$ cat src/include/lcd_dec_pkg.sv
// package: constants, command codes and carrier types of the lcd instruction decoder
`default_nettype none
package lcd_dec_pkg;
	// ==============================================================
	// timing
	localparam int CLK_PERIOD_NS = 8;
	localparam int INIT_TIME_NS = 1000;
	localparam int INIT_CYCLES = (INIT_TIME_NS + CLK_PERIOD_NS - 1) / CLK_PERIOD_NS;
	localparam int EXEC_CYCLES = 2;
	localparam logic [7:0] INIT_CNT = 8'(INIT_CYCLES);
	localparam logic [7:0] EXEC_CNT = 8'(EXEC_CYCLES);

	// ==============================================================
	// address limits and reset values
	localparam logic [7:0] COL_LAST = 8'h83;
	localparam logic [7:0] COL_RESET = 8'h00;
	localparam logic [7:0] LINE_RESET = 8'h00;
	localparam logic [4:0] PAGE_RESET = 5'h00;
	localparam logic [7:0] CONTRAST_RESET = 8'hff;
	localparam logic [3:0] BIAS_RESET = 4'h8;
	localparam logic [1:0] BOOST_RESET = 2'h3;
	localparam logic [5:0] INVLINE_RESET = 6'h00;
	localparam logic [3:0] BLK_START_RESET = 4'h0;
	localparam logic [4:0] BLK_CNT_FULL = 5'h10;
	localparam logic [4:0] BLK_CNT_NONE = 5'h00;

	// ==============================================================
	// status byte field positions
	localparam int ST_BUSY = 7;
	localparam int ST_SEG = 6;
	localparam int ST_OFF = 5;
	localparam int ST_INIT = 4;

	// ==============================================================
	// full command codes
	localparam logic [7:0] C_DISP_OFF = 8'hae;
	localparam logic [7:0] C_DISP_ON = 8'haf;
	localparam logic [7:0] C_NORMAL = 8'ha6;
	localparam logic [7:0] C_INVERSE = 8'ha7;
	localparam logic [7:0] C_ALL_OFF = 8'ha4;
	localparam logic [7:0] C_ALL_ON = 8'ha5;
	localparam logic [7:0] C_SEG_NORM = 8'ha0;
	localparam logic [7:0] C_SEG_REV = 8'ha1;
	localparam logic [7:0] C_SUB_ENTER = 8'h70;
	localparam logic [7:0] C_SUB_EXIT = 8'h71;
	localparam logic [7:0] C_RMW_ON = 8'he0;
	localparam logic [7:0] C_RMW_END = 8'he1;
	localparam logic [7:0] C_SOFT_RESET = 8'he2;
	localparam logic [7:0] C_SUPPLY_OFF = 8'h20;
	localparam logic [7:0] C_SUPPLY_ON = 8'h21;
	localparam logic [7:0] C_DRIVE_LEVEL = 8'h22;
	localparam logic [7:0] C_PARTIAL_GO = 8'h40;
	localparam logic [7:0] C_INVLINE_GO = 8'h70;
	localparam logic [7:0] C_CONTRAST_GO = 8'ha0;

	// ==============================================================
	// nibble prefixes (upper four bits; booster upper six, block counts upper three)
	localparam logic [3:0] P_LINE_HI = 4'h5;
	localparam logic [3:0] P_LINE_LO = 4'h6;
	localparam logic [3:0] P_PAGE_HI = 4'h4;
	localparam logic [3:0] P_PAGE_LO = 4'hc;
	localparam logic [3:0] P_COL_HI = 4'h1;
	localparam logic [3:0] P_COL_LO = 4'h0;
	localparam logic [3:0] P_BIAS = 4'hb;
	localparam logic [5:0] P_BOOST = 6'h0c;
	localparam logic [3:0] P_B1_START = 4'h0;
	localparam logic [2:0] P_B1_CNT = 3'h1;
	localparam logic [3:0] P_B2_START = 4'hc;
	localparam logic [2:0] P_B2_CNT = 3'h7;
	localparam logic [3:0] P_INV_HI = 4'h5;
	localparam logic [3:0] P_INV_LO = 4'h6;
	localparam logic [3:0] P_CON_HI = 4'h8;
	localparam logic [3:0] P_CON_LO = 4'h9;

	// ==============================================================
	// carriers
	typedef struct packed {
		logic display_on;
		logic inverse;
		logic all_on;
		logic power_save;
		logic seg_reverse;
		logic rmw;
		logic supply_on;
		logic drive_level_set;
		logic partial_on;
		logic [7:0] start_line;
		logic [7:0] contrast_level;
		logic [5:0] inv_lines;
		logic [3:0] bias;
		logic [1:0] booster;
		logic [3:0] b1_start;
		logic [4:0] b1_cnt;
		logic [3:0] b2_start;
		logic [4:0] b2_cnt;
	} cfg_t;

	typedef struct packed {
		logic we;
		logic [4:0] page;
		logic [7:0] column;
		logic [7:0] wdata;
	} ram_req_t;
endpackage
`default_nettype wire

$ cat src/hdl/lcd_driver_instruction_decoder.sv
// top: bus decoder, command registers and status of the bitmap lcd driver
//
// What this block does
// a0, read and write strobes classify transfers
// serial bytes arrive msb first
// 1010111x turns display on or off
// start line from 0101 and 0110 nibbles
// page from 0100 bit0 and 1100 nibble
// column from 0001 and 0000 nibbles
// column increments, stops at 83h, page fixed
// status: busy, segment, off, init, zeros
// busy while executing or initialising
// 1010000x segment reverse; status bit inverted
// off flag reads one; init flag during init
// 1010011x selects inverted display
// 1010010x lights all; with off, power save
// 70h enters sub table, 71h leaves
// sub table stores four block settings
// sub 40h applies blocks, partial mode on
// sub inverse line count applied on execute
// sub contrast applied only on a0h
// 1011 prefix selects bias code
// 001100 prefix selects booster multiple
// 1110000x enters or leaves read-modify-write
// e2h soft reset; 0010000x supply off/on
// soft reset restores addresses, start line, contrast, blocks, bias, booster, inverse lines
// pin reset also clears display and modes
// host does dummy read after column set
// table-select bit decides command meaning
`default_nettype none
module lcd_driver_instruction_decoder (
	// clock, reset, enable
	input wire logic CORE_CLK_IN,
	input wire logic RESET_IN,
	input wire logic CLK_EN_IN,
	// host bus
	input wire logic PAR_SEL_IN,
	input wire logic CS_N_IN,
	input wire logic CMD_DATA_SELECT_IN,
	input wire logic RD_N_IN,
	input wire logic WR_N_IN,
	input wire logic [7:0] DATA_IN,
	output logic [7:0] DATA_OUT,
	output logic DATA_OE_OUT,
	// serial link
	input wire logic SER_CLK_IN,
	input wire logic SER_DATA_IN,
	// display ram port
	input wire logic [7:0] RAM_RDATA_IN,
	output lcd_dec_pkg::ram_req_t RAM_REQ_OUT,
	// settings to the display core
	output lcd_dec_pkg::cfg_t CFG_OUT,
	output logic BUSY_OUT
);
	import lcd_dec_pkg::*;

	logic wr_n_prev_q, rd_n_prev_q;
	logic ser_valid;
	logic [7:0] ser_byte;
	logic par_wr, rd_ev, wr_ev, cmd_ev, dat_wr, dat_rd, stat_rd;
	logic [7:0] byte_w;
	logic sub_q;
	logic [7:0] col_q, col_save_q;
	logic [4:0] page_q;
	logic [7:0] read_latch_q;
	logic [7:0] busy_cnt_q;
	logic init_q;
	logic [5:0] inv_stage_q;
	logic [7:0] con_stage_q;
	logic [3:0] b1s_q, b2s_q;
	logic [4:0] b1c_q, b2c_q;
	logic m_cmd, s_cmd, soft_rst;

	function automatic logic [7:0] status_byte(input logic busy, input logic seg_rev,
		input logic on, input logic init);
		logic [7:0] s;
		s = 8'h00;
		s[ST_BUSY] = busy;
		s[ST_SEG] = !seg_rev;
		s[ST_OFF] = !on;
		s[ST_INIT] = init;
		return s;
	endfunction

	serial_byte_collector u_ser (
		.clk(CORE_CLK_IN),
		.rst(RESET_IN),
		.en(CLK_EN_IN),
		.sel_n(CS_N_IN | PAR_SEL_IN),
		.sclk(SER_CLK_IN),
		.sdata(SER_DATA_IN),
		.valid(ser_valid),
		.data(ser_byte)
	);

	// ==============================================================
	// transfer classification
	always_comb
	begin
		par_wr = CLK_EN_IN && PAR_SEL_IN && !CS_N_IN && !wr_n_prev_q && WR_N_IN;
		rd_ev = CLK_EN_IN && PAR_SEL_IN && !CS_N_IN && rd_n_prev_q && !RD_N_IN;
		wr_ev = par_wr || (CLK_EN_IN && ser_valid);
		byte_w = par_wr ? DATA_IN : ser_byte;
		cmd_ev = wr_ev && !CMD_DATA_SELECT_IN;
		dat_wr = wr_ev && CMD_DATA_SELECT_IN;
		stat_rd = rd_ev && !CMD_DATA_SELECT_IN;
		dat_rd = rd_ev && CMD_DATA_SELECT_IN;
		m_cmd = cmd_ev && !sub_q;
		s_cmd = cmd_ev && sub_q;
		soft_rst = m_cmd && byte_w == C_SOFT_RESET;
	end

	always_ff @(posedge CORE_CLK_IN)
	begin
		if (RESET_IN)
		begin
			wr_n_prev_q <= 1'b1;
			rd_n_prev_q <= 1'b1;
		end
		else if (CLK_EN_IN)
		begin
			wr_n_prev_q <= WR_N_IN;
			rd_n_prev_q <= RD_N_IN;
		end
	end

	// ==============================================================
	// table select
	always_ff @(posedge CORE_CLK_IN)
	begin
		if (RESET_IN)
			sub_q <= 1'b0;
		else if (m_cmd && byte_w == C_SUB_ENTER)
			sub_q <= 1'b1;
		else if (s_cmd && byte_w == C_SUB_EXIT)
			sub_q <= 1'b0;
	end

	// ==============================================================
	// column and page addressing
	always_ff @(posedge CORE_CLK_IN)
	begin
		if (RESET_IN || soft_rst)
		begin
			col_q <= COL_RESET;
			page_q <= PAGE_RESET;
			col_save_q <= COL_RESET;
		end
		else if (m_cmd)
		begin
			if (byte_w[7:4] == P_COL_HI)
				col_q <= {byte_w[3:0], col_q[3:0]};
			else if (byte_w[7:4] == P_COL_LO)
				col_q <= {col_q[7:4], byte_w[3:0]};
			else if (byte_w[7:4] == P_PAGE_HI)
				page_q <= {byte_w[0], page_q[3:0]};
			else if (byte_w[7:4] == P_PAGE_LO)
				page_q <= {page_q[4], byte_w[3:0]};
			else if (byte_w == C_RMW_ON)
				col_save_q <= col_q;
			else if (byte_w == C_RMW_END && CFG_OUT.rmw)
				col_q <= col_save_q;
		end
		else if ((dat_wr || (dat_rd && !CFG_OUT.rmw)) && col_q != COL_LAST)
			col_q <= col_q + 8'h01;
	end

	// ==============================================================
	// ram request and read latch; a read returns the byte fetched before
	always_ff @(posedge CORE_CLK_IN)
	begin
		if (RESET_IN)
		begin
			RAM_REQ_OUT <= '0;
			read_latch_q <= 8'h00;
		end
		else if (CLK_EN_IN)
		begin
			RAM_REQ_OUT.we <= dat_wr;
			RAM_REQ_OUT.page <= page_q;
			RAM_REQ_OUT.column <= col_q;
			if (dat_wr)
				RAM_REQ_OUT.wdata <= byte_w;
			if (dat_rd)
				read_latch_q <= RAM_RDATA_IN;
		end
	end

	// ==============================================================
	// host read drive
	always_ff @(posedge CORE_CLK_IN)
	begin
		if (RESET_IN)
		begin
			DATA_OUT <= 8'h00;
			DATA_OE_OUT <= 1'b0;
		end
		else if (CLK_EN_IN)
		begin
			if (stat_rd)
				DATA_OUT <= status_byte(BUSY_OUT, CFG_OUT.seg_reverse,
					CFG_OUT.display_on, init_q);
			else if (dat_rd)
				DATA_OUT <= read_latch_q;
			if (rd_ev)
				DATA_OE_OUT <= 1'b1;
			else if (RD_N_IN || CS_N_IN)
				DATA_OE_OUT <= 1'b0;
		end
	end

	// ==============================================================
	// busy and initialisation timing
	always_ff @(posedge CORE_CLK_IN)
	begin
		if (RESET_IN)
		begin
			busy_cnt_q <= INIT_CNT;
			init_q <= 1'b1;
			BUSY_OUT <= 1'b1;
		end
		else if (CLK_EN_IN)
		begin
			if (soft_rst)
			begin
				busy_cnt_q <= INIT_CNT;
				init_q <= 1'b1;
				BUSY_OUT <= 1'b1;
			end
			else if (cmd_ev || dat_wr || dat_rd)
			begin
				busy_cnt_q <= EXEC_CNT;
				BUSY_OUT <= 1'b1;
			end
			else if (busy_cnt_q > 8'h01)
				busy_cnt_q <= busy_cnt_q - 8'h01;
			else
			begin
				busy_cnt_q <= 8'h00;
				BUSY_OUT <= 1'b0;
				init_q <= 1'b0;
			end
		end
	end

	// ==============================================================
	// sub table staging registers
	always_ff @(posedge CORE_CLK_IN)
	begin
		if (RESET_IN || soft_rst)
		begin
			inv_stage_q <= INVLINE_RESET;
			con_stage_q <= CONTRAST_RESET;
			b1s_q <= BLK_START_RESET;
			b1c_q <= BLK_CNT_FULL;
			b2s_q <= BLK_START_RESET;
			b2c_q <= BLK_CNT_NONE;
		end
		else if (s_cmd)
		begin
			if (byte_w[7:4] == P_B1_START)
				b1s_q <= byte_w[3:0];
			else if (byte_w[7:5] == P_B1_CNT)
				b1c_q <= byte_w[4:0];
			else if (byte_w[7:4] == P_B2_START)
				b2s_q <= byte_w[3:0];
			else if (byte_w[7:5] == P_B2_CNT)
				b2c_q <= byte_w[4:0];
			else if (byte_w[7:4] == P_INV_HI)
				inv_stage_q[5:4] <= byte_w[1:0];
			else if (byte_w[7:4] == P_INV_LO)
				inv_stage_q[3:0] <= byte_w[3:0];
			else if (byte_w[7:4] == P_CON_HI)
				con_stage_q[7:4] <= byte_w[3:0];
			else if (byte_w[7:4] == P_CON_LO)
				con_stage_q[3:0] <= byte_w[3:0];
		end
	end

	// ==============================================================
	// applied settings
	always_ff @(posedge CORE_CLK_IN)
	begin
		if (RESET_IN)
		begin
			CFG_OUT <= '0;
			CFG_OUT.contrast_level <= CONTRAST_RESET;
			CFG_OUT.bias <= BIAS_RESET;
			CFG_OUT.booster <= BOOST_RESET;
			CFG_OUT.b1_cnt <= BLK_CNT_FULL;
		end
		else if (soft_rst)
		begin
			CFG_OUT.start_line <= LINE_RESET;
			CFG_OUT.contrast_level <= CONTRAST_RESET;
			CFG_OUT.partial_on <= 1'b0;
			CFG_OUT.b1_start <= BLK_START_RESET;
			CFG_OUT.b1_cnt <= BLK_CNT_FULL;
			CFG_OUT.b2_start <= BLK_START_RESET;
			CFG_OUT.b2_cnt <= BLK_CNT_NONE;
			CFG_OUT.bias <= BIAS_RESET;
			CFG_OUT.booster <= BOOST_RESET;
			CFG_OUT.inv_lines <= INVLINE_RESET;
		end
		else if (m_cmd)
		begin
			if (byte_w[7:1] == C_DISP_ON[7:1])
				CFG_OUT.display_on <= byte_w[0];
			else if (byte_w[7:1] == C_INVERSE[7:1])
				CFG_OUT.inverse <= byte_w[0];
			else if (byte_w[7:1] == C_ALL_ON[7:1])
				CFG_OUT.all_on <= byte_w[0];
			else if (byte_w[7:1] == C_SEG_REV[7:1])
				CFG_OUT.seg_reverse <= byte_w[0];
			else if (byte_w[7:1] == C_RMW_ON[7:1])
				CFG_OUT.rmw <= !byte_w[0];
			else if (byte_w[7:1] == C_SUPPLY_ON[7:1])
				CFG_OUT.supply_on <= byte_w[0];
			else if (byte_w == C_DRIVE_LEVEL)
				CFG_OUT.drive_level_set <= 1'b1;
			else if (byte_w[7:4] == P_LINE_HI)
				CFG_OUT.start_line[7:4] <= byte_w[3:0];
			else if (byte_w[7:4] == P_LINE_LO)
				CFG_OUT.start_line[3:0] <= byte_w[3:0];
			else if (byte_w[7:4] == P_BIAS)
				CFG_OUT.bias <= byte_w[3:0];
			else if (byte_w[7:2] == P_BOOST)
				CFG_OUT.booster <= byte_w[1:0];
		end
		else if (s_cmd)
		begin
			if (byte_w == C_PARTIAL_GO)
			begin
				CFG_OUT.partial_on <= 1'b1;
				CFG_OUT.b1_start <= b1s_q;
				CFG_OUT.b1_cnt <= b1c_q;
				CFG_OUT.b2_start <= b2s_q;
				CFG_OUT.b2_cnt <= b2c_q;
			end
			else if (byte_w == C_INVLINE_GO)
				CFG_OUT.inv_lines <= inv_stage_q;
			else if (byte_w == C_CONTRAST_GO)
				CFG_OUT.contrast_level <= con_stage_q;
		end
		else if (CLK_EN_IN)
			CFG_OUT.power_save <= !CFG_OUT.display_on && CFG_OUT.all_on;
	end
endmodule
`default_nettype wire

$ cat src/hdl/serial_byte_collector.sv
// serial receiver: gathers eight bits msb first into one byte
`default_nettype none
module serial_byte_collector (
	input wire logic clk,
	input wire logic rst,
	input wire logic en,
	input wire logic sel_n,
	input wire logic sclk,
	input wire logic sdata,
	output logic valid,
	output logic [7:0] data
);
	logic sclk_prev_q;
	logic [6:0] shift_q;
	logic [2:0] cnt_q;

	// ==============================================================
	// shift on each rising serial clock; deselect drops a partial byte
	always_ff @(posedge clk)
	begin
		if (rst)
		begin
			sclk_prev_q <= 1'b0;
			shift_q <= 7'h00;
			cnt_q <= 3'h0;
			valid <= 1'b0;
			data <= 8'h00;
		end
		else if (en)
		begin
			sclk_prev_q <= sclk;
			valid <= 1'b0;
			if (sel_n)
				cnt_q <= 3'h0;
			else if (sclk && !sclk_prev_q)
			begin
				shift_q <= {shift_q[5:0], sdata};
				cnt_q <= cnt_q + 3'h1;
				if (cnt_q == 3'h7)
				begin
					data <= {shift_q, sdata};
					valid <= 1'b1;
				end
			end
		end
	end
endmodule
`default_nettype wire

$ cat config.mk
export PLATFORM = sky130hd
export DESIGN_NAME = lcd_driver_instruction_decoder
export DESIGN_NICKNAME = d
export VERILOG_FILES = /design/src/include/lcd_dec_pkg.sv /design/src/hdl/lcd_driver_instruction_decoder.sv /design/src/hdl/serial_byte_collector.sv
export SDC_FILE = /design/constraint.sdc
export NUM_CORES = 1
export LEC_CHECK = 0
export ABC_AREA = 1
export BUFFER_PORTS_ARGS = -buffer_cell sky130_fd_sc_hd__buf_2
export CAP_MARGIN = 10
export CELL_PAD_IN_SITES_DETAIL_PLACEMENT = 0
export CELL_PAD_IN_SITES_GLOBAL_PLACEMENT = 1
export CORE_MARGIN = 2
export CORE_UTILIZATION = 41
export CTS_CLUSTER_SIZE = 20
export DETAILED_ROUTE_END_ITERATION = 10
export PLACE_DENSITY = 0.82
export SYNTH_ARGS = -nofsm -noshare
export SYNTH_HDL_FRONTEND = slang
export SYNTH_SLANG_ARGS = --single-unit
$ cat constraint.sdc
create_clock -name CORE_CLK_IN -period 2.01 [get_ports CORE_CLK_IN]
set_input_delay 0.201 -clock CORE_CLK_IN [delete_from_list [all_inputs] [get_ports CORE_CLK_IN]]
set_output_delay 0.201 -clock CORE_CLK_IN [all_outputs]
set_load 0.02 [all_outputs]
# Yosys cells after proc, flatten, opt, wreduce, memory -nomap -nowiden
# Index checks and enable logic that the tools add are counted.
word_totals:
  elab_cells: 229
  ff_bits: 180
  out_inout_bits: 87
op_classes:
  order_cmp: 1
  addsub: 3
  bitwise_logic: 24
  muxes: 30
  reduce_logical: 81
  eq_ne: 40
op_table:
  columns: ["operator", "count"]
  rows:
  - ["two-way mux 8 bit", 14]
  - ["== test 7 bit (second input constant)", 5]
  - ["== test 8 bit (second input constant)", 4]
  - ["AND reduction 6 bit", 5]
  - ["AND reduction 9 bit", 3]
  - ["== test 8 x 7 -> 1 bit (second input constant)", 3]
  - ["AND reduction 4 bit", 6]
  - ["inverter 1 bit", 23]
  - ["logical AND 1 bit", 21]
  - ["AND reduction 5 bit", 4]
  - ["inequality test 3 bit (second input constant)", 6]
  - ["== test 4 bit (second input constant)", 4]
  - ["AND reduction 8 bit", 2]
  - ["AND reduction 3 bit", 5]
  - ["AND reduction 2 bit", 7]
  - ["AND reduction 7 bit", 2]
  - ["== test 4 x 3 -> 1 bit (second input constant)", 3]
  - ["two-way mux 1 bit", 12]
  - ["AND reduction 12 bit", 1]
  - ["AND reduction 11 bit", 1]
  - ["logical NOT 1 bit", 10]
  - ["AND reduction 10 bit", 1]
  - ["nonzero test 2 bit", 5]
  - ["adder 8 x 1 -> 8 bit (second input constant)", 1]
  - ["other kinds (20)", 31]

# Depth between registers and ports, before layout
# Gate-level depths: netlist of the first run.
depth:
  word_depth: 14
  ltp_mapped: 16
  depth_no_buf: 15

# Hierarchy
# From an unflattened synthesis of the first run, not the netlist that was laid out.
hier_totals:
  hier_cells: 1052
  area_unflattened_um2: 7634.8
modules_own_cells:
  columns: ["module", "area_per_inst_um2", "instances", "cells_each", "seq_area_each_um2"]
  rows:
  - ["lcd_driver_instruction_decoder", 6749.0, 1, 927, 3203.1]
  - ["serial_byte_collector", 885.8, 1, 125, 400.4]

# Worst setup path before layout of the first run
# No wires, ideal clock.
synth_timing:
  path_type: "reg-to-reg"
  from: "register wr_n_prev_q"
  to: "register CFG_OUT[24] (netlist name)"
  arrival_ns: 1.724
  stages_incl_launch_ff: 14
  required_time_ns: 1.890
  slack_ns: 0.167
  setup_time_ns: 0.120
  path_buffers: 1
  cell_sequence: "dfxtp_1 > inv_1 > nand2_1 > nor2_4 > nand3_1 > nand2_4 > clkinv_2 > nor3_4 > buf_4 > nand2_2 > nor2_4 > inv_2 > nand2_1 > a21oi_1"
synth_via:
  elab_chain_cells: 8
synth_lines:
  columns: ["element", "line_no", "rtl"]
  rows:
  - ["from (decl)", "lcd_driver_instruction_decoder.sv:57", "logic wr_n_prev_q, rd_n_prev_q;"]
  - ["from (signal assigned)", "lcd_driver_instruction_decoder.sv:117", "wr_n_prev_q <= 1'b1;"]
  - ["from (signal assigned)", "lcd_driver_instruction_decoder.sv:122", "wr_n_prev_q <= WR_N_IN;"]
  - ["logical NOT 1 bit *", "lcd_driver_instruction_decoder.sv:100", "par_wr = CLK_EN_IN && PAR_SEL_IN && !CS_N_IN && !wr_n_prev_q && WR_N_IN;"]
  - ["logical AND 1 bit * (2 in series)", "lcd_driver_instruction_decoder.sv:100", null]
  - ["parallel branches: the longest is 5 deep, another holds two-way mux 8 bit", null, null]
  - ["to (decl)", "lcd_driver_instruction_decoder.sv:52", "output lcd_dec_pkg::cfg_t CFG_OUT,"]
# Mark *: on every way between the ends.
# A chain may end at the register's enable or synchronous reset.

# Worst setup path in the final report of the first run
layout_timing:
  from: "register wr_n_prev_q"
  to: "register col_save_q[2]"
layout_via:
  elab_chain_cells: 8
layout_lines:
  columns: ["element", "line_no", "rtl"]
  rows:
  - ["logical NOT 1 bit *", "lcd_driver_instruction_decoder.sv:100", null]
  - ["logical AND 1 bit * (2 in series)", "lcd_driver_instruction_decoder.sv:100", null]
  - ["parallel branches: the longest is 5 deep, another holds two-way mux 8 bit", null, null]
  - ["to (signal assigned)", "lcd_driver_instruction_decoder.sv:160", "col_save_q <= col_q;"]
  - ["to (decl)", "lcd_driver_instruction_decoder.sv:63", "logic [7:0] col_q, col_save_q;"]
# Marked as above.

==> metrics, run 1 <==
Post-synth EDFFs=0; total global-route track usage=21.05%; CTS H-Tree Depth=4; IO Port Bufs=112; final instance area=9922 um2; critical-path cell list=nor2_2, nand3_4, buf_4, nand2_4, nand2_4, clkinv_2, nand2_2, nor2_4, nand3_4, nand2_4, inv_2, buf_12, o21ai_0, a21oi_1; Area Growth Syn to Fin=30.79%; Distinct cells, synth=37; CTS tree=yes; Critical Path Sink Type=flip-flop; DP HPWL=about 15 mm; fraction of layout cells with a size suffix above 1=28.46%; CP Data Required Time=2.33 ns; CTS Root Cell=clkbuf_16; setup ws final=-0.02624 ns; cell type with the largest total area after synthesis=dfxtp_1; Die ar.=a little under 20,000 um2; FP Rows=49; P_leak=0.004322 uW; CP arrival=2.36 ns; Mapped Nets=1,039; core area=18,090 um2; FFs w/ async S/R, synth=0%; Max Root-Sink Buffers=2; clock latency on the worst-skew pair=around 0.44 ns; Placed Cells=1,389; hold crit path type=in -> reg; top_reg_cell synth=dfxtp_1; Post-Route WL=approximately 21 mm; Synth area leaders=dfxtp_1 48%, nand2_1 12%, a21oi_1 7.7%; count of final setup violators=15; Worst-Margin Slew=0.5093 ns; pre-CTS setup slack=-0.06886 ns; CP max-delay cell=dfxtp_2; failing checks=DRC, setup timing; clock-pin slew on the worst setup and hold paths=~0.070 ns; Yosys reg bits=180; endpoints failing hold=0; GRT Max-Usage Layer=met2; RSZ-0062 raised after global routing=yes; CP peak stage delay=0.33 ns; Top Ports=113; Rel. slew slack=65.60%; Die Wd=140.0 um; fill count=1,737; DRC viols=7; CP most frequent cell=nand2_4; CTS sink count=180; drt pass-1 iters=8; drt first-iter violations=431; Syn Area/Cell=between 7 and 8 um2; PD cells=approximately 780 nW/um2; first-pass GRT wire length=approximately 33 mm; CTS Buf Count=17; fmax=0.4911 GHz; Storage cell area=around 3600 um2; Setup Total Neg Slack=-0.1030 ns; vias in the first global route=6,595; met1 global-route usage=27.81%; commonest non-fill, non-tap cells in the layout=229 x nand2_1, 179 x dfxtp_1, 112 x a21oi_1, 112 x buf_2; Mapped Cells=1,008; Placed Area=8892 um2; ant diodes=0; max_cap viols=0; Initial Utilization=41.94%; VDD IR-drop max=610.3 uV; ANT nets after route=0; Die Y-Extent=140.0 um; non-filler cells, final=~1,400; Yosys warnings=0; area of the multi-input gates=3631 um2; skew final=0.008054 ns; worst setup path class=reg -> reg; vias=roughly 7,100; Final Cycle Share=101.3%; GRT overflow=0; CP Max Fanout=24; GR Util met3=4.239%; largest net degree at the start of global routing=48; Final Util=54.86%; cts hold-fix bufs=0; register area share after synthesis=47.50%; Vias/cell=4.965; routability-driven placement congestion ratio=0.9336; Worst Setup Start Kind=flip-flop; final net count=about 1,200; Min Clock Period, post-route=2.036 ns; Slew Limit Fails=0; outcome=finished, violations left; WL/cell=~14 um; Mapped Area=around 7600 um2; antenna violations before repair=0; met2 Track Usage GR=34.46%; Synth top area share=47.50%; leading cell type in the layout, fill and taps excluded=nand2_1
==> report_power, final <==
part | internal, uW | switching, uW | total (uW)
sequential | 3600 | 23.6 | 3630
clock | 2260 | 1490 | 3750
combinational | 139 | 247 | 386
total | 6000 | 1760 | 7770
==> repair_timing <==
| item | in CTS | in global routing |
|---|---|---|
| endpoints found under the setup margin | 9 | 114 |
| pin swaps | 0 | 17 |
| endpoints found under the hold margin | 0 | 0 |
| setup buffers | 0 | 12 |
| resized for setup | 4 | 67 |
| gates cloned | 0 | 1 |
==> registers in the layout (all words and copies together), names as in the netlist, 6 cells and up <==
signal	count
read_latch_q	8
RAM_REQ_OUT	22
busy_cnt_q	8
DATA_OUT	8
CFG_OUT	55
u_ser.shift_q	7
inv_stage_q	6
col_q	8
u_ser.data	8
col_save_q	8
con_stage_q	8
==> cell families after synthesis <==
group	Yosys count	synth area share [%]
AND/OR/NAND/NOR	466	27.64
flip-flops	180	47.50
XOR/XNOR	10	1.155
adder cells (fa/ha/maj)	5	0.8247
buffers and inverters	128	7.241
AO/OA/AOI/OAI	219	15.64
==> layout make-up <==
cell class	count	share of cell area (%)
clock buffer	18	4.426
clock inverter	14	2.245
inverter	88	3.455
multi-input combinational	700	36.60
sequential	180	36.33
tap	229	2.888
timing repair buffer	205	14.06
==> Yosys cell counts (all sizes together) (3+ instances only) <==
cell type,count
nand2,274
dfxtp,180
a21oi,117
nor2,105
inv,82
nand3,66
o21ai,66
clkbuf,23
buf,17
o211ai,16
nand4,12
xor2,9
a211oi,8
nor3,7
clkinv,6
o22ai,6
ha,5
o21a,3
==> path summary, 6_finish.rpt <==
check | from | to | slack, ns | depth (start not counted)
worst max register to register | wr_n_prev_q$_SDFFE_PP1P_ | col_save_q[2]$_SDFFE_PP0P_ | -0.03 | 14
worst min register to register | init_q$_SDFFE_PP1P_ | init_q$_SDFFE_PP1P_ | 0.45 | 2
worst max-delay path | wr_n_prev_q$_SDFFE_PP1P_ | col_save_q[2]$_SDFFE_PP0P_ | -0.03 | 14
worst min-delay path | SER_DATA_IN | u_ser.shift_q[0]$_SDFFE_PP0P_ | 0.03 | 3
==> stage by stage <==
stage	hold WS, ns	total power (uW)
floorplan	0.3274	3932
global placement	0.4316	4062
detailed placement	0.4367	4063
CTS	0.01197	7808
global route	0.02220	8008
finish	0.02662	7769
==> per-layer routing <==
layer,wire [um],vias up
met4,463,0
met5,0,-
met1,9855,3233
met2,9482,167
met3,990,34
li1,-,3686
==> critical path, delay by kind of cell (launching register included) <==
family | cells | cell delay, ns
buffers and inverters | 4 | 0.54
flip-flops | 1 | 0.33
AND/OR/NAND/NOR | 8 | 0.89
AO/OA/AOI/OAI | 2 | 0.16
Power figures use the tool's default switching activity.
==> run 2, diff against run 1 <==
--- a/config.mk
+++ b/config.mk
@@ -10,11 +10,13 @@
 export CAP_MARGIN = 10
 export CELL_PAD_IN_SITES_DETAIL_PLACEMENT = 0
 export CELL_PAD_IN_SITES_GLOBAL_PLACEMENT = 1
+export CORE_ASPECT_RATIO = 1.2
 export CORE_MARGIN = 2
-export CORE_UTILIZATION = 41
+export CORE_UTILIZATION = 43
+export CTS_BUF_LIST = sky130_fd_sc_hd__clkbuf_4
 export CTS_CLUSTER_SIZE = 20
 export DETAILED_ROUTE_END_ITERATION = 10
-export PLACE_DENSITY = 0.82
+export PLACE_DENSITY = 0.85
 export SYNTH_ARGS = -nofsm -noshare
 export SYNTH_HDL_FRONTEND = slang
 export SYNTH_SLANG_ARGS = --single-unit
==> metrics, run 2 (synthesis results as in run 1) <==
CP Max Fanout=7 (was 24); CP max-delay cell=dfxtp_2 (unchanged); CTS Root Cell=clkbuf_4 (was clkbuf_16); skew final=0.01290 ns (was 0.008054 ns); CP arrival=2.54 ns (was 2.36 ns); P_leak=0.004345 uW (was 0.004322 uW); FP Rows=53 (was 49); max_cap viols=0 (unchanged); CTS Buf Count=17 (unchanged); Hold Slack=0.09848 ns (was 0.02662 ns); total global-route track usage=21.74% (was 21.05%); sequential share of power=61.0% (was 46.7%); ANT nets after route=0 (unchanged); Final Cycle Share=101.1% (was 101.3%); largest net degree at the start of global routing=39 (was 48); DP HPWL=14.75 mm (was 14.63 mm); fill count=1,664 (was 1,737); IO Port Bufs=112 (unchanged); worst setup path class=reg -> reg (unchanged); Slew Limit Fails=0 (unchanged); core area=17,370 um2 (was 18,090 um2); drt pass-1 iters=7 (was 8); Rel. slew slack=67.15% (was 65.60%); top flop regs=CFG_OUT x55, RAM_REQ_OUT x22 (unchanged); vias=7,131 (was 7,120); VDD IR-drop max=358.5 uV (was 610.3 uV); endpoints failing hold=0 (unchanged); Area Growth Syn to Fin=29.99% (was 30.79%); area of the multi-input gates=3812 um2 (was 3631 um2); fraction of layout cells with a size suffix above 1=29.54% (was 28.46%); Top Ports=113 (unchanged); outcome=finished, violations left (unchanged); DRC viols=0 (was 7); final net count=1,234 (was 1,223); routability-driven placement congestion ratio=0.9022 (was 0.9336); drt first-iter violations=333 (was 431); Final Power=5952 uW (was 7769 uW); failing checks=setup timing (was DRC, setup timing); Storage cell area=3605 um2 (unchanged); switching share of power=23.82% (was 22.71%); Initial Utilization=43.66% (was 41.94%); fmax=0.4923 GHz (was 0.4911 GHz); CTS tree=yes (unchanged); setup slack, reg-to-reg=-0.02 ns (was -0.03 ns); Die Wd=125.3 um (was 140.0 um); hold crit path type=in -> reg (unchanged); CTS H-Tree Depth=4 (unchanged); CP peak stage delay=0.36 ns (was 0.33 ns); Crit path max-delay family=simple AND/OR/NAND/NOR gates (unchanged); Top reg by flops=CFG_OUT (unchanged); antenna violations before repair=1 (was 0); critical-path cell list=inv_2, nand2_2, nor2_4, buf_6, nand3_2, nand2_2, nand2_4, nor3_4, buf_6, nand2_2, nor2_4, nand2_1, a21oi_1 (was nor2_2, nand3_4, buf_4, nand2_4, nand2_4, clkinv_2, nand2_2, nor2_4, nand3_4, nand2_4, inv_2, buf_12, o21ai_0, a21oi_1); combinational power share=7.2% (was 5.0%); WL/cell=14.26 um (was 14.50 um); CP Data Required Time=2.52 ns (was 2.33 ns); vias in the first global route=6,753 (was 6,595); leading cell type in the layout, fill and taps excluded=nand2_1 (unchanged); Clk pwr share=31.8% (was 48.3%); CP bufs+invs=3 (was 4); RSZ-0062 raised after global routing=yes (unchanged); first-pass GRT wire length=32.97 mm (was 33.13 mm); Worst-Margin Slew=0.4922 ns (was 0.5093 ns); PD cells=603.6 nW/um2 (was 783.0 nW/um2); Post-Route WL=20.45 mm (was 20.79 mm); Die ar.=18,720 um2 (was 19,610 um2); clock-pin slew on the worst setup and hold paths=0.13 ns (was 0.07 ns); CTS sink count=180 (unchanged); Vias/cell=4.973 (was 4.965); Worst Setup Start Kind=flip-flop (unchanged); Die Y-Extent=149.5 um (was 140.0 um); Critical Path Sink Type=flip-flop (unchanged); P_sw=1418 uW (was 1764 uW); count of final setup violators=5 (was 15); GRT overflow=0 (unchanged); clock latency on the worst-skew pair=0.57 ns (was 0.44 ns); Min Clock Period, post-route=2.031 ns (was 2.036 ns); Max Root-Sink Buffers=2 (unchanged); Largest register FFs=55 (unchanged); CP most frequent cell=nand2_2 (was nand2_4); P_int=4534 uW (was 6004 uW); setup ws final=-0.02120 ns (was -0.02624 ns); commonest non-fill, non-tap cells in the layout=221 x nand2_1, 179 x dfxtp_1, 112 x buf_2, 98 x a21oi_1, 80 x nor2_1 (was 229 x nand2_1, 179 x dfxtp_1, 112 x a21oi_1, 112 x buf_2)
run 2: changes by cell type in the layout (fill, tap and decap cells not counted), moves of 8 or more:
cell           previous run  this run
clkbuf_16                18         3
clkbuf_4                  0        21
buf_4                    79        64
dlygate4sd3_1             0        18
nand2_4                  11        22
a21oi_1                 112        98
nor2_2                   15         7
nand2_1                 229       221
a21oi_2                   5        19
run 2: power groups by stage:
stage	Clock [uW]	Sequential, uW	Combinational [uW]
global route	2090	3640	467
detailed placement	0	3710	364
finish	1890	3630	426
CTS	1960	3630	391
global placement	0	3710	361
floorplan	0	3730	206
run 2: cell type report:
cell class	count	share of cell area, %
antenna	2	0.05075
clock buffer	21	1.599
clock inverter	7	0.8755
inverter	88	3.515
multi-input combinational	701	38.66
sequential	180	36.56
tap	220	2.792
timing repair buffer	215	15.95
run 2: what timing repair did:
action                     in CTS  in global routing
setup buffers                   2                  9
hold buffers                   18                  0
pin swaps                       2                 33
hold endpoints to repair       21                  0
setup endpoints to repair      39                114
resized for setup               4                124
cloned                          1                  3
run 2: tightest hold or removal path, cell delays in order:
cell and delay, ns:
buf_2 0.08, nor2_1 0.04, o21a_1 0.19, nand2_1 0.06, a21oi_1 0.05
run 2: final timing paths:
| path | endpoint | cells past startpoint | startpoint |
|---|---|---|---|
| min reg2reg | init_q$_SDFFE_PP1P_ | 2 | init_q$_SDFFE_PP1P_ |
| max reg2reg | CFG_OUT[25]$_SDFFE_PP0P_ | 13 | wr_n_prev_q$_SDFFE_PP1P_ |
| max | CFG_OUT[25]$_SDFFE_PP0P_ | 13 | wr_n_prev_q$_SDFFE_PP1P_ |
| min | u_ser.cnt_q[1]$_SDFFE_PP0P_ | 5 | PAR_SEL_IN |
run 2: per-stage QoR:
| step | utilization, % | setup slack [ns] | area, um2 | cells | setup TNS, ns |
|---|---|---|---|---|---|
| 6_report | 56.76 | -0.02120 | 9861 | 1434 | -0.05367 |
| 5_1_grt | 56.76 | -0.1574 | 9861 | 1434 | -5.616 |
| 4_1_cts | 53.57 | 0.003897 | 9308 | 1421 | 0 |
| 3_5_place_dp | 50.91 | -0.06744 | 8846 | 1372 | -1.184 |
| 3_3_place_gp | 50.91 | -0.02901 | 8846 | 1372 | -0.1512 |
| 2_1_floorplan | - | 0.1666 | 7586 | 1008 | 0 |
run 2: routing by layer:
layer,GRT usage (%),vias up,wire length [um]
li1,-,3710,-
met1,25.94,3240,8994
met2,38.10,144,10140
met3,4.398,37,805
met4,9.333,0,504
met5,0,-,0
